**config.mk**
```make
export PLATFORM = sky130hd
export DESIGN_NAME = timer_trigger_event_flags
export DESIGN_NICKNAME = d
export VERILOG_FILES = /design/src/timer_trig_pkg.sv /design/src/timer_trigger_event_flags.sv
export VERILOG_INCLUDE_DIRS = /design/src
export SDC_FILE = /design/constraint.sdc
export NUM_CORES = 1
export LEC_CHECK = 0
export BUFFER_PORTS_ARGS = -buffer_cell sky130_fd_sc_hd__buf_2
export CAP_MARGIN = 10
export CORE_MARGIN = 2
export CORE_UTILIZATION = 28
export CTS_BUF_LIST = sky130_fd_sc_hd__clkbuf_4 sky130_fd_sc_hd__clkbuf_8 sky130_fd_sc_hd__clkbuf_16
export DETAILED_ROUTE_END_ITERATION = 8
export GPL_TIMING_DRIVEN = 0
export PLACE_DENSITY = 0.45
export SYNTH_ARGS = -nofsm -noshare
export SYNTH_HDL_FRONTEND = slang
export SYNTH_SLANG_ARGS = --single-unit
```
**constraint.sdc**
```tcl
create_clock -name clk_sys -period 3.1 [get_ports clk_sys]
set_input_delay 0.62 -clock clk_sys [delete_from_list [all_inputs] [get_ports clk_sys]]
set_output_delay 0.62 -clock clk_sys [all_outputs]
set_load 0.1 [all_outputs]
```
**src/timer_trig_consts.svh**
```systemverilog
// Register offsets, field positions and reset values of the trigger/event block
// How it works
// - Polarity bit inverts trigger pin when set
// - Clock mode 2 counts filtered trigger edges
// - Mode 2 overrides; filtered trigger is clock
// - Prescaler divides by 1, 2, 4 or 8
// - Filter code picks sample rate and count
// - Interrupt request needs flag and enable
// - Break flag clears only while break inactive
// - Trigger flag on active edge, gated both
// - Commutation flag set on control transfer
// - Compare flag on match, direction qualified
// - Capture flag on capture, cleared by read
// - Update flag on overflow or allowed updates
// - Flags clear on zero write, one keeps
// - Overcapture when capture hits set flag
// - Event bits self clear, write only
// - Software break clears output enable, flags
// - Software trigger sets trigger flag
// - Software commutation loads preloaded control bits
// - Software channel event sets flag, captures on input channels
// - Software update reinitialises counter and shadows
// - Restrict bit limits update flag to wraps
`ifndef TIMER_TRIG_CONSTS_SVH
`define TIMER_TRIG_CONSTS_SVH
`define ADDR_EXT_TRIG_CFG 8'h03
`define ADDR_IRQ_EN       8'h04
`define ADDR_EVT_STATUS   8'h05
`define ADDR_OVCAP_STATUS 8'h06
`define ADDR_EVT_GEN      8'h07
`define EXT_TRIG_RESET    8'h00
`define IRQ_EN_RESET      8'h00
`define EVT_STATUS_RESET  8'h00
`define OVCAP_RESET       8'h00
`define OVCAP_MASK        8'h1e
`define BIT_BRK           7
`define BIT_TRIG          6
`define BIT_COMMUT        5
`define BIT_CHAN_HI       4
`define BIT_CHAN_LO       1
`define BIT_UPD           0
`define TS_FILTERED       3'h7
`define CMS_EDGE          2'h0
`define CMS_DOWN_ONLY     2'h1
`define CMS_UP_ONLY       2'h2
`endif

```
**src/timer_trig_pkg.sv**
```systemverilog
// Types shared by the trigger/event block
package timer_trig_pkg;
    typedef struct packed {
        logic       trigPolarity;
        logic       extClk2Enable;
        logic [1:0] trigPrescaleSel;
        logic [3:0] trigFilterSel;
    } ext_trig_cfg_t;
    typedef struct packed {
        logic       overflow;
        logic       underflow;
        logic       countingDown;
        logic       trigReinit;
    } cnt_status_t;
    typedef struct packed {
        logic [4:0] mask;
        logic [3:0] len;
    } filt_param_t;
    typedef enum logic [2:0] {
        SM_OFF   = 3'b000, SM_ENC1  = 3'b001, SM_ENC2  = 3'b010,
        SM_ENC3  = 3'b011, SM_RESET = 3'b100, SM_GATED = 3'b101,
        SM_TRIG  = 3'b110, SM_EXTCK = 3'b111
    } slave_mode_t;
endpackage

```
**src/timer_trigger_event_flags.sv**
```systemverilog
// Trigger conditioning, interrupt enables, status flags and event generation
//
// Implementation choice: the strobed register port.
`timescale 1ns/10ps
`include "timer_trig_consts.svh"
module timer_trigger_event_flags #(
    parameter int CHANS = 4
) (
    input  wire logic                        clk_sys,
    input  wire logic                        rst,
    input  wire logic [7:0]                  addr,
    input  wire logic [7:0]                  wrData,
    input  wire logic                        wrStb,
    input  wire logic                        rdStb,
    output logic [7:0]                       rdData,
    input  wire logic                        triggerPin,
    input  wire timer_trig_pkg::slave_mode_t slaveModeSel,
    input  wire logic [2:0]                  triggerSourceSel,
    input  wire logic                        slaveTrigAlt,
    input  wire logic                        breakIn,
    input  wire logic                        ctrlPreloadEn,
    input  wire logic                        commutHw,
    input  wire logic [1:0]                  centerAlignSel,
    input  wire timer_trig_pkg::cnt_status_t cntStatus,
    input  wire logic                        updDisable,
    input  wire logic                        updSrcRestrict,
    input  wire logic [CHANS-1:0]            chanIsInput,
    input  wire logic [CHANS-1:0]            cmpEqual,
    input  wire logic [CHANS-1:0]            cmpAboveReload,
    input  wire logic [CHANS-1:0]            captureEvt,
    input  wire logic [CHANS-1:0]            captureLowRead,
    output logic                             filteredTrigger,
    output logic                             counterTick,
    output logic                             trigEvent,
    output logic [7:0]                       irqReq,
    output logic                             mainOutEnClr,
    output logic                             commutLoad,
    output logic [CHANS-1:0]                 captureNow,
    output logic                             updEvent,
    output logic                             cntReinit,
    output logic                             cntLoadReload,
    output logic                             prescClear
);
    import timer_trig_pkg::*;

    ext_trig_cfg_t    cfg_reg;
    logic [7:0]       irqEn_reg, status_reg, status_next;
    logic [7:0]       ovcap_reg, ovcap_next, gen_reg, rdData_reg;
    logic             sync1_reg, sync2_reg, polPrev_reg;
    logic [2:0]       preCnt_reg;
    logic [4:0]       divCnt_reg;
    logic [3:0]       filtCnt_reg;
    logic             filt_reg, filtPrev_reg, trgiPrev_reg;
    logic             tick_reg, trigEv_reg, moeClr_reg, comLoad_reg;
    logic [7:0]       irq_reg;
    logic [CHANS-1:0] capNow_reg;
    logic             upd_reg, reinit_reg, loadArr_reg, pscClr_reg;
    logic             polCorr, polRise, prescaled, sampleEn;
    logic             slave_trigger_in, trgiRise, trgiFall, filtRise, trigHit;
    logic             comXfer, swUpd, anyReinit;
    logic [CHANS-1:0] chanGen, capHit, cmpHit;
    logic [7:0]       set1, clr1, set2, clr2;
    filt_param_t      fp;

    // Sample rate mask and event count for each filter code
    function automatic filt_param_t filt_param(input logic [3:0] code);
        filt_param_t p;
        p = '{mask: 5'h00, len: 4'h1};
        unique case (code)
            4'h0: p = '{mask: 5'h00, len: 4'h1};
            4'h1: p = '{mask: 5'h00, len: 4'h2};
            4'h2: p = '{mask: 5'h00, len: 4'h4};
            4'h3: p = '{mask: 5'h00, len: 4'h8};
            4'h4: p = '{mask: 5'h01, len: 4'h6};
            4'h5: p = '{mask: 5'h01, len: 4'h8};
            4'h6: p = '{mask: 5'h03, len: 4'h6};
            4'h7: p = '{mask: 5'h03, len: 4'h8};
            4'h8: p = '{mask: 5'h07, len: 4'h6};
            4'h9: p = '{mask: 5'h07, len: 4'h8};
            4'ha: p = '{mask: 5'h0f, len: 4'h5};
            4'hb: p = '{mask: 5'h0f, len: 4'h6};
            4'hc: p = '{mask: 5'h0f, len: 4'h8};
            4'hd: p = '{mask: 5'h1f, len: 4'h5};
            4'he: p = '{mask: 5'h1f, len: 4'h6};
            4'hf: p = '{mask: 5'h1f, len: 4'h8};
        endcase
        return p;
    endfunction

    // Bits written as zero to a clear-on-zero register
    function automatic logic [7:0] zero_clear(input logic hit,
                                              input logic [7:0] d);
        return hit ? ~d : 8'h00;
    endfunction

    // Pin synchroniser; only the second stage feeds logic
    always_ff @(posedge clk_sys or posedge rst) begin
        if (rst) begin
            sync1_reg <= 1'b0;
            sync2_reg <= 1'b0;
        end else begin
            sync1_reg <= triggerPin;
            sync2_reg <= sync1_reg;
        end
    end

    assign polCorr = sync2_reg ^ cfg_reg.trigPolarity;
    assign polRise = polCorr & ~polPrev_reg;

    // Edge counter of the prescaler; its bits are divided copies
    always_ff @(posedge clk_sys or posedge rst) begin
        if (rst) begin
            polPrev_reg <= 1'b0;
            preCnt_reg  <= 3'h0;
        end else begin
            polPrev_reg <= polCorr;
            if (polRise)
                preCnt_reg <= preCnt_reg + 3'h1;
        end
    end

    // Division by 2^sel; the pin rate limit is the source's job
    always_comb begin
        unique case (cfg_reg.trigPrescaleSel)
            2'h0: prescaled = polCorr;
            2'h1: prescaled = preCnt_reg[0];
            2'h2: prescaled = preCnt_reg[1];
            2'h3: prescaled = preCnt_reg[2];
        endcase
    end

    assign fp       = filt_param(cfg_reg.trigFilterSel);
    assign sampleEn = ((divCnt_reg & fp.mask) == fp.mask);

    // Free running divider gives the sampling enable
    always_ff @(posedge clk_sys or posedge rst) begin
        if (rst)
            divCnt_reg <= 5'h00;
        else
            divCnt_reg <= divCnt_reg + 5'h01;
    end

    // Run of differing samples; any agreeing sample restarts it
    always_ff @(posedge clk_sys or posedge rst) begin
        if (rst) begin
            filtCnt_reg <= 4'h0;
            filt_reg    <= 1'b0;
        end else if (sampleEn) begin
            if (prescaled == filt_reg) begin
                filtCnt_reg <= 4'h0;
            end else if (filtCnt_reg + 4'h1 >= fp.len) begin
                filt_reg    <= prescaled;
                filtCnt_reg <= 4'h0;
            end else begin
                filtCnt_reg <= filtCnt_reg + 4'h1;
            end
        end
    end

    assign slave_trigger_in     = (triggerSourceSel == `TS_FILTERED) ? filt_reg : slaveTrigAlt;
    assign trgiRise = slave_trigger_in & ~trgiPrev_reg;
    assign trgiFall = ~slave_trigger_in & trgiPrev_reg;
    assign filtRise = filt_reg & ~filtPrev_reg;

    // Trigger event; gated mode counts both edges
    always_comb begin
        unique case (slaveModeSel)
            SM_GATED:                   trigHit = trgiRise | trgiFall;
            SM_RESET, SM_TRIG, SM_EXTCK: trigHit = trgiRise;
            default:                    trigHit = 1'b0;
        endcase
    end

    // Event and edge pipelines; mode 2 wins over mode 1 as clock
    always_ff @(posedge clk_sys or posedge rst) begin
        if (rst) begin
            filtPrev_reg <= 1'b0;
            trgiPrev_reg <= 1'b0;
            tick_reg     <= 1'b0;
            trigEv_reg   <= 1'b0;
        end else begin
            filtPrev_reg <= filt_reg;
            trgiPrev_reg <= slave_trigger_in;
            trigEv_reg   <= trigHit;
            if (cfg_reg.extClk2Enable)
                tick_reg <= filtRise;
            else
                tick_reg <= (slaveModeSel == SM_EXTCK) & trgiRise;
        end
    end

    // Event generation pulses last exactly one cycle
    always_ff @(posedge clk_sys or posedge rst) begin
        if (rst)
            gen_reg <= 8'h00;
        else if (wrStb && addr == `ADDR_EVT_GEN)
            gen_reg <= wrData;
        else
            gen_reg <= 8'h00;
    end

    assign chanGen   = gen_reg[`BIT_CHAN_HI:`BIT_CHAN_LO];
    assign swUpd     = gen_reg[`BIT_UPD];
    assign comXfer   = (gen_reg[`BIT_COMMUT] & ctrlPreloadEn) | commutHw;
    assign anyReinit = swUpd | cntStatus.trigReinit;
    assign capHit    = chanIsInput & (captureEvt | chanGen);

    // Compare hits by center-aligned direction, or at wrap when above reload
    always_comb begin
        for (int i = 0; i < CHANS; i++) begin
            if (cmpAboveReload[i])
                cmpHit[i] = cntStatus.countingDown ? cntStatus.underflow
                                                   : cntStatus.overflow;
            else if (centerAlignSel == `CMS_DOWN_ONLY)
                cmpHit[i] = cmpEqual[i] & cntStatus.countingDown;
            else if (centerAlignSel == `CMS_UP_ONLY)
                cmpHit[i] = cmpEqual[i] & ~cntStatus.countingDown;
            else
                cmpHit[i] = cmpEqual[i];
        end
    end

    // Flag sets and clears; a set in the clear cycle is kept
    always_comb begin
        set1 = 8'h00;
        set1[`BIT_BRK]    = breakIn | gen_reg[`BIT_BRK];
        set1[`BIT_TRIG]   = trigHit | gen_reg[`BIT_TRIG];
        set1[`BIT_COMMUT] = comXfer;
        set1[`BIT_CHAN_HI:`BIT_CHAN_LO] =
            (chanIsInput & (captureEvt | chanGen)) |
            (~chanIsInput & (cmpHit | chanGen));
        set1[`BIT_UPD] = ~updDisable & ((cntStatus.overflow | cntStatus.underflow) |
                         (~updSrcRestrict & anyReinit));
        clr1 = zero_clear(wrStb && addr == `ADDR_EVT_STATUS, wrData);
        if (breakIn)
            clr1[`BIT_BRK] = 1'b0;
        clr1[`BIT_CHAN_HI:`BIT_CHAN_LO] = clr1[`BIT_CHAN_HI:`BIT_CHAN_LO] |
                                          (captureLowRead & chanIsInput);
        status_next = (status_reg & ~clr1) | set1;
        set2 = 8'h00;
        set2[`BIT_CHAN_HI:`BIT_CHAN_LO] =
            capHit & status_reg[`BIT_CHAN_HI:`BIT_CHAN_LO];
        clr2 = zero_clear(wrStb && addr == `ADDR_OVCAP_STATUS, wrData);
        ovcap_next = ((ovcap_reg & ~clr2) | set2) & `OVCAP_MASK;
    end

    // Software held registers and flags
    always_ff @(posedge clk_sys or posedge rst) begin
        if (rst) begin
            cfg_reg    <= `EXT_TRIG_RESET;
            irqEn_reg  <= `IRQ_EN_RESET;
            status_reg <= `EVT_STATUS_RESET;
            ovcap_reg  <= `OVCAP_RESET;
        end else begin
            status_reg <= status_next;
            ovcap_reg  <= ovcap_next;
            if (wrStb && addr == `ADDR_EXT_TRIG_CFG)
                cfg_reg <= wrData;
            if (wrStb && addr == `ADDR_IRQ_EN)
                irqEn_reg <= wrData;
        end
    end

    // Read data stand one cycle after the strobe; event bits read zero
    always_ff @(posedge clk_sys or posedge rst) begin
        if (rst) begin
            rdData_reg <= 8'h00;
        end else if (rdStb) begin
            unique case (addr)
                `ADDR_EXT_TRIG_CFG: rdData_reg <= cfg_reg;
                `ADDR_IRQ_EN:       rdData_reg <= irqEn_reg;
                `ADDR_EVT_STATUS:   rdData_reg <= status_reg;
                `ADDR_OVCAP_STATUS: rdData_reg <= ovcap_reg;
                default:            rdData_reg <= 8'h00;
            endcase
        end else begin
            rdData_reg <= 8'h00;
        end
    end

    // Requests follow flags one cycle behind; the flag is the cause
    always_ff @(posedge clk_sys or posedge rst) begin
        if (rst)
            irq_reg <= 8'h00;
        else
            irq_reg <= status_reg & irqEn_reg;
    end

    // Strobes to the counter core, channels and output stage
    always_ff @(posedge clk_sys or posedge rst) begin
        if (rst) begin
            moeClr_reg  <= 1'b0;
            comLoad_reg <= 1'b0;
            capNow_reg  <= '0;
            upd_reg     <= 1'b0;
            reinit_reg  <= 1'b0;
            loadArr_reg <= 1'b0;
            pscClr_reg  <= 1'b0;
        end else begin
            moeClr_reg  <= gen_reg[`BIT_BRK];
            comLoad_reg <= comXfer;
            capNow_reg  <= chanGen & chanIsInput;
            upd_reg     <= ~updDisable & (cntStatus.overflow |
                           cntStatus.underflow | anyReinit);
            reinit_reg  <= anyReinit;
            pscClr_reg  <= swUpd;
            loadArr_reg <= swUpd & cntStatus.countingDown &
                           (centerAlignSel == `CMS_EDGE);
        end
    end

    assign rdData          = rdData_reg;
    assign filteredTrigger = filt_reg;
    assign counterTick     = tick_reg;
    assign trigEvent       = trigEv_reg;
    assign irqReq          = irq_reg;
    assign mainOutEnClr    = moeClr_reg;
    assign commutLoad      = comLoad_reg;
    assign captureNow      = capNow_reg;
    assign updEvent        = upd_reg;
    assign cntReinit       = reinit_reg;
    assign cntLoadReload   = loadArr_reg;
    assign prescClear      = pscClr_reg;
endmodule

```
Word level (Yosys, flattened, before mapping) --
Memory sizes are Yosys's and may differ from the RTL's. Cells that the tools add are included.
Storage, ports and cells: flip-flop bits (word level) 82, bits in read-only memories 144, input bits 59, output and inout port bits 29, memories 1
Memories:
- (name not given) | words 16, width 9, read ports 1, clocked after memory_dff 0, write ports 0, line timer_trigger_event_flags.sv:69 | unique case (code)
Operators by class: add/sub/neg operators 3, magnitude comparators 1, equality and inequality tests 17, multiplexer cells 25, bitwise gates (word level) 55, reduce and logical (&&, ||, !) cells 9
Operators with widths (number):
- equality test 8 x 3 -> 1 bit (second input constant) | 4
- case mux 8 bit (4 select lines) | 1
- 2-to-1 mux 8 bit | 3
- bitwise AND 4 bit | 5
- bitwise AND 1 bit | 19
- bitwise AND 8 bit | 2
- 2-to-1 mux 1 bit | 16
- NOT 8 bit | 2
- bitwise OR 4 bit | 4
- equality test 3 bit (second input constant) | 5
- bitwise AND 5 bit | 2
- equality test 8 x 2 -> 1 bit (second input constant) | 1
- 2-to-1 mux 4 bit | 2
- NOT 1 bit | 8
- bitwise OR 1 bit | 8
- bitwise OR 8 bit | 1
- equality test 2 bit (second input constant) | 3
- adder 5 x 1 -> 5 bit (second input constant) | 1
- equality test 5 bit | 1
- logical AND 1 bit | 5
- 2-to-1 mux 5 bit | 1
- NOT 5 bit | 1
- bitwise OR 5 bit | 1
- adder 4 x 1 -> 4 bit (second input constant) | 1
- other kinds (11) | 13

Logic depth before layout (Yosys ltp) --
Gate-level depths: netlist (run 1).
depth after elaboration 9, gate-level depth with buffers 11, depth with buffers taken out 11

Least setup slack after synthesis (run 1) --
OpenSTA, ideal clock, no wires.
path type reg2reg, from register cfg_reg[0] in the netlist's numbering, to register filt_reg, in the netlist filteredTrigger, setup time 0.126 ns, data arrival time 2.249 ns, slack 0.726 ns, stages on the path, launching flop included 10, path buffers 0, clock period less this slack 2.374 ns, cells stage by stage dfrtp_1 -> inv_1 -> ha_1 -> o21ai_0 -> a21oi_1 -> ha_1 -> a2111oi_0 -> or3_1 -> nor2_1 -> mux2_2
On the way: word-level cells in the longest chain between the ends 4, elaborated cells on any way between the ends 5, classes of those cells 1 x order compare; 1 x eq/ne; 1 x bitwise; 1 x reduce/logical; 1 x memory
RTL lines:
- from (decl) | line timer_trigger_event_flags.sv:46 | ext_trig_cfg_t cfg_reg;
- from (signal assigned) | line timer_trigger_event_flags.sv:250 | cfg_reg <= `EXT_TRIG_RESET;
- from (signal assigned) | line timer_trigger_event_flags.sv:258 | cfg_reg <= wrData;
- memory read (16 x 9 bit) (*)
- branches (longest 2 deep; another with >= comparator 4 bit)
- AND reduction 3 bit (no line) (*)
- to (signal assigned) | line timer_trigger_event_flags.sv:152 | filt_reg <= prescaled;
- to (decl) | line timer_trigger_event_flags.sv:53 | logic filt_reg, filtPrev_reg, trgiPrev_reg;
Every way passes the cells marked *. A chain may end at the register's enable or synchronous reset.

Worst setup path after layout (run 1) --
from register cfg_reg[1] in the netlist's numbering, to register filt_reg, in the netlist filteredTrigger
The elaborated chain is that of the path after synthesis.

==> impl_metrics.py, run 1 <==
metrics = {
    "sta": {
        "finalCritPeriodShare_pct": 84.68,
        "skew_ps": 7.189,
        "hold_viol": 0,
        "rsz0062_at_grt": "false",
        "fmax_mhz": 380.9,
        "tightestPinTransition_ps": 678.3,
        "setup_violations": 0,
        "drv_slew": 0,
        "relSlewSlack_pct": 54.78,
        "period_minus_slack_ps": 2625,
        "setup_ws_ps": 474.8,
    },
    "logic_synthesis": {
        "synth_top_area_share_pct": 55.61,
        "synth-seq-cells": 82,
        "synth_commonest_cells": "82 x dfrtp_1, 27 x mux2_2, 25 x nand2_1",
        "seq_area_frac_synth_pct": 55.61,
        "yosysTopAreaCell": "dfrtp_1",
        "yosysWarningCount": 0,
        "syn-num-nets": 387,
        "synthesis.area_um2": 3690,
        "avgSynthCellArea_um2": 11.75,
        "synth_edf_count": 0,
        "ys_async_sr_fraction_pct": 100.0,
        "synth_cell_types": 45,
        "yosys.cell_count.top_type": "dfrtp_1",
        "syn-instance-count": 314,
        "synth_flop_cell": "dfrtp_1",
        "synth_area_leaders": "dfrtp_1 56%, mux2_2 8.2%, ha_1 4.7%",
    },
    "setup_path": {
        "slowest_stage": "dfrtp_1",
        "reg2reg_to": "filteredTrigger",
        "criticalPathCategory": "reg -> reg",
        "reg2reg_slack_ps": 470,
        "crit_path_start_kind": "flip-flop",
        "r2r-start": "cfg_reg[1]",
        "crit_path_end_kind": "flip-flop",
        "worstPathArrival_ps": 2850,
        "crit_fanout": 8,
        "path_delay_family": "simple AND/OR/NAND/NOR gates",
        "worstPathRequired_ps": 3320,
        "reg2reg_depth": 11,
        "path_cells": "inv_1 > ha_1 > nor2_1 > a21oi_1 > nand2_1 > o21ai_0 > ha_1 > nor3_1 > or3_1 > nor2_1 > mux2_2",
        "critical_path_buf_inv_count": 1,
        "slowest_delay_ps": 500,
    },
    "floorplan": {
        "dieArea_um2": 14110,
        "core_um2": 12720,
        "rows": 41,
        "initial_utilization_pct": 29.00,
        "die_h_um": 118.8,
        "ios": 88,
        "die_w_um": 118.8,
    },
    "clock_tree": {
        "clock_sinks": 82,
        "hold_buffers": 0,
        "htreeDepth": 3,
        "post_cts_buffers": 0,
        "cts.repair.resized": 0,
        "clk_latency_ps": 340,
        "ctsRootBufferMaster": "clkbuf_16",
        "clk_pin_slew_ps": 60,
        "cts_tree": "yes",
        "clockBufferDepth": 2,
        "numCtsBuffers": 9,
    },
    "finish": {
        "drive_gt1_share_pct": 33.73,
        "nets": 486,
        "area_growth_pct": 27.23,
        "antenna_cells": 0,
        "utilization_pct": 36.90,
        "final_cells": 590,
        "fillers": 1326,
    },
    "global_route": {
        "antenna_found_initial": 0,
        "grt-ovfl-total": 0,
        "grt.total_usage_pct": 13.34,
        "grt_pass1_wl_mm": 14.23,
        "grt_pass1_vias": 2741,
        "grt_max_degree": 62,
    },
    "routing": {
        "drt_wl_total_mm": 8.840,
        "wire_per_inst_um": 14.98,
        "drc": 0,
        "vias": 2646,
        "drtAntennaViolNets": 0,
        "via_per_inst": 4.485,
        "first_pass_iters": 4,
        "drt_iter0_drc": 91,
    },
    "power": {
        "leakage_nw": 2.254,
        "pwr-share-comb_pct": 16.0,
        "power_density_nw_per_um2": 597.1,
        "clockPowerShare_pct": 41.3,
        "seq_power_share_pct": 42.7,
        "ir_worst_vdd_uv": 269.6,
        "p_int_mw": 2.038,
        "p_sw_uw": 765.2,
        "p_sw_share_pct": 27.30,
    },
    "run_status": {
        "status": "completed",
    },
    "placement": {
        "hpwl_mm": 6.327,
        "placedCellCount": 574,
        "dp_slack_ps": 388.4,
        "portBuffers": 87,
        "gp_congestion": 0.7590,
    },
    "hold_path": {
        "hp-class": "in -> async",
    },
    "flow_run": {
        "cap_violations": 0,
    },
}
-- cell usage in the layout (no fill, tap or decap), drive strengths merged, types with 2 or more instances in the layout --
| cell | Yosys | layout |
|---|---|---|
| xnor2 | 4 | 4 |
| dfrtp | 82 | 82 |
| o21a | 2 | 2 |
| a21oi | 12 | 12 |
| or3b | 2 | 2 |
| buf | 3 | 91 |
| mux2 | 28 | 28 |
| inv | 9 | 9 |
| nor2b | 6 | 6 |
| nand2b | 2 | 2 |
| nand3 | 8 | 8 |
| a22oi | 7 | 7 |
| o21ai | 20 | 20 |
| and2 | 20 | 20 |
| nand4b | 4 | 4 |
| or3 | 3 | 3 |
| bufinv | 0 | 2 |
| xor2 | 6 | 6 |
| mux2i | 3 | 3 |
| nand3b | 6 | 6 |
| ha | 14 | 14 |
| nand2 | 26 | 26 |
| nor2 | 17 | 17 |
| o211ai | 8 | 8 |
| clkbuf | 2 | 14 |
| a22o | 4 | 4 |
-- how the worst max path moves through the flow --
stage / startpoint / endpoint / slack (ps) / cells after the start
floorplan: rst / captureNow[0] / 370 / 1
global placement: rst / irqReq[0] / -820 / 2
detailed placement: addr[3] / status_reg[0] / 390 / 6
CTS: cfg_reg[0] / filteredTrigger / 450 / 10
global route: cfg_reg[0] / filteredTrigger / 280 / 10
finish: cfg_reg[1] / filteredTrigger / 470 / 11
-- per-stage QoR --
step | instance area, µm² | total power, mW | TNS (ps) | hold WS [ps]
finish | 4695 | 2.803 | 0 | 243.1
global placement | 4340 | 1.657 | -66800 | 342.5
detailed placement | 4370 | 1.669 | 0 | 347.7
floorplan | 3690 | 1.529 | 0 | 331.2
global route | 4695 | 2.936 | 0 | 257.7
CTS | 4695 | 2.846 | 0 | 244.9
-- power groups by stage --
stage	Combinational, mW	Clock (mW)	Sequential (mW)
after floorplan	0.213	0	1.32
after global placement	0.443	0	1.21
after detailed placement	0.454	0	1.21
after CTS	0.455	1.19	1.20
after global routing	0.496	1.23	1.21
final	0.448	1.16	1.20
-- routing by layer --
layer	GRT usage [%]	wire [µm]	up-vias	part of all wire (%)
met2	21.05	4169	52	47
met3	4.488	360	11	4.1
li1	-	-	1314	-
met1	17.12	4178	1269	47
met4	4.464	132	0	1.5
met5	0	0	-	0
-- worst register-to-register path, delay by kind of cell, from the launching register on --
| kind | cells | cell delay [ps] |
|---|---|---|
| AO/OA/AOI/OAI | 2 | 170 |
| adder cells (fa/ha/maj) | 2 | 530 |
| buffers and inverters | 1 | 140 |
| flip-flops | 1 | 500 |
| multiplexers | 1 | 340 |
| AND/OR/NAND/NOR | 5 | 830 |
-- area by class of cell --
class                   instances  area (µm²)  area share (%)
plain buffers                   5       20.02          0.4264
clock buffers                  12       247.7           5.277
clock inverters                 4       76.32           1.626
inverters                       9       36.28          0.7729
multi-input cells             218        1584           33.74
flip-flops and latches         82        2052           43.71
well taps                     172       215.2           4.584
repair buffers                 88       462.9           9.861
-- kinds of logic (layout without fill, tap and decap cells) --
family	Yosys count	after routing	share of synthesized area (%)
AOI/OAI and AO/OA	60	60	10.24
xor gates and xnor gates	10	10	2.374
adders and majority gates	14	14	4.747
buffers and inverters	14	118	1.458
DFF	82	82	55.61
muxes	32	32	9.969
and+or+nand+nor	102	102	15.60
Power figures use the tool's default switching activity.
==> run 2, diff against run 1 <==
--- a/config.mk
+++ b/config.mk
@@ -13,7 +13,7 @@
 export CTS_BUF_LIST = sky130_fd_sc_hd__clkbuf_4 sky130_fd_sc_hd__clkbuf_8 sky130_fd_sc_hd__clkbuf_16
 export DETAILED_ROUTE_END_ITERATION = 8
 export GPL_TIMING_DRIVEN = 0
-export PLACE_DENSITY = 0.45
+export PLACE_DENSITY = 0.47
 export SYNTH_ARGS = -nofsm -noshare
 export SYNTH_HDL_FRONTEND = slang
 export SYNTH_SLANG_ARGS = --single-unit
==> constraint.sdc (replaced) <==
create_clock -name clk_sys -period 2.2 [get_ports clk_sys]
set_input_delay 0.44 -clock clk_sys [delete_from_list [all_inputs] [get_ports clk_sys]]
set_output_delay 0.44 -clock clk_sys [all_outputs]
set_load 0.1 [all_outputs]
==> impl_metrics.py, run 2 (synthesis gave the netlist of run 1 again) <==
metrics = {
    "setup_path": {
        "criticalPathCategory": "reg -> reg",
        "worstPathArrival_ps": 2580,
        "crit_fanout": 4,
        "path_cells": "buf_6 > ha_2 > mux2i_1 > o21ai_1 > ha_1 > nand2b_4 > a2111oi_4 > or3_4 > nor2_4 > mux2_4",
        "critical_path_buf_inv_count": 1,
        "path_delay_family": "flip-flops",
        "slowest_stage": "dfrtp_2",
        "crit_path_start_kind": "flip-flop",
        "crit_path_end_kind": "flip-flop",
        "worstPathRequired_ps": 2420,
        "slowest_delay_ps": 450,
    },
    "finish": {
        "antenna_cells": 0,
        "fin_area_um2": 4851,
        "final_common_cell": "buf_2",
        "nets": 492,
        "drive_gt1_share_pct": 39.15,
        "utilization_pct": 38.13,
        "final_cells": 596,
        "area_growth_pct": 31.47,
        "final_cell_mix": "88 x buf_2, 79 x dfrtp_1, 26 x mux2_2",
    },
    "power": {
        "ir_worst_vdd_uv": 262.1,
        "power_density_nw_per_um2": 816.3,
        "leakage_nw": 2.307,
        "report.power.total_mw": 3.960,
    },
    "global_route": {
        "grt_pass1_wl_mm": 14.47,
        "antenna_found_initial": 0,
        "grt-ovfl-total": 0,
        "grt.total_usage_pct": 13.28,
        "grt_max_degree": 39,
        "grt_pass1_vias": 2779,
    },
    "clock_tree": {
        "hold_buffers": 0,
        "ctsRootBufferMaster": "clkbuf_16",
        "cts_tree": "yes",
        "numCtsBuffers": 9,
        "clockBufferDepth": 2,
        "clock_sinks": 82,
        "htreeDepth": 3,
        "clk_latency_ps": 330,
        "clk_pin_slew_ps": 60,
    },
    "flow_run": {
        "cap_violations": 0,
    },
    "sta": {
        "setup_violations": 4,
        "drv_slew": 0,
        "skew_ps": 4.098,
        "setup_ws_ps": -162.6,
        "finalCritPeriodShare_pct": 107.4,
        "rsz0062_at_grt": "true",
        "fmax_mhz": 423.3,
        "fin_setup_tns_ps": -391.7,
        "hold_viol": 0,
        "tightestPinTransition_ps": 782.7,
        "period_minus_slack_ps": 2363,
        "relSlewSlack_pct": 47.82,
    },
    "placement": {
        "hpwl_mm": 6.427,
        "placedCellCount": 575,
        "gp_congestion": 0.7515,
        "portBuffers": 87,
        "dpl_cell_area_um2": 4442,
    },
    "run_status": {
        "status": "finished, violations left",
        "failed_checks": "setup timing",
    },
    "routing": {
        "drtAntennaViolNets": 0,
        "wire_per_inst_um": 14.90,
        "drc": 0,
        "dr_wl_met2_mm": 4.058,
        "drt_iter0_drc": 84,
        "wl_met1_mm": 4.356,
        "drt_wl_total_mm": 8.879,
        "topRoutingLayerUsed": "met4",
        "via_per_inst": 4.577,
        "vias": 2728,
        "first_pass_iters": 4,
        "route.met3.wl_um": 291,
    },
    "floorplan": {
        "initial_utilization_pct": 29.00,
        "rows": 41,
        "die_w_um": 118.8,
        "core_um2": 12720,
        "die_h_um": 118.8,
        "ios": 88,
        "dieArea_um2": 14110,
    },
    "hold_path": {
        "hp-class": "in -> async",
    },
}
-- run 2: changes by cell type in the layout (fill, tap and decap cells not counted), sizes merged --
cell	previous run	this run
buf	91	98
bufinv	2	0
clkbuf	14	16
inv	9	8
-- run 2: cell type report --
class | count | area, µm²
multi-input cells | 218 | 1683
inverters | 9 | 42.54
clock buffers | 15 | 301.5
clock inverters | 1 | 5.005
flip-flops and latches | 82 | 2056
well taps | 172 | 215.2
fillers | 1298 | 7871
repair buffers | 95 | 528.0
plain buffers | 4 | 20.02
-- run 2: power by group --
part           total, mW  switching [mW]  internal, mW
combinational      0.769           0.449         0.321
sequential          1.69          0.0798          1.61
clock               1.50           0.571         0.930
-- run 2: repair_timing --
action,CTS,global route
setup buffers,4,2
pin swaps,3,7
resized for setup,6,10
setup endpoints to repair,5,12
-- run 2: worst paths after layout --
check	start	endpoint	slack (ps)	depth (start not counted)
max	cfg_reg[1]	filteredTrigger	-160	10
min	rst	divCnt_reg[2]	130	2
max reg2reg	cfg_reg[1]	filteredTrigger	-160	10
min reg2reg	sync1_reg	sync2_reg	360	0
max in group asynchronous	rst	preCnt_reg[1]	1520	3
min in group clk_sys	triggerPin	sync1_reg	210	1
-- run 2: layer usage --
layer,vias to the layer above,track usage [%]
li1,1323,-
met3,11,2.220
met1,1335,17.98
met5,-,0
met4,0,6.027
met2,59,20.76
-- run 2: per-stage QoR --
| step | setup WS (ps) | hold slack, ps |
|---|---|---|
| after global routing | -261.7 | 168.4 |
| after CTS | -121.2 | 153.4 |
| after floorplan | -55.50 | 331.2 |
| after global placement | -289.9 | 342.6 |
| final | -162.6 | 129.7 |
| after detailed placement | -317.0 | 349.1 |
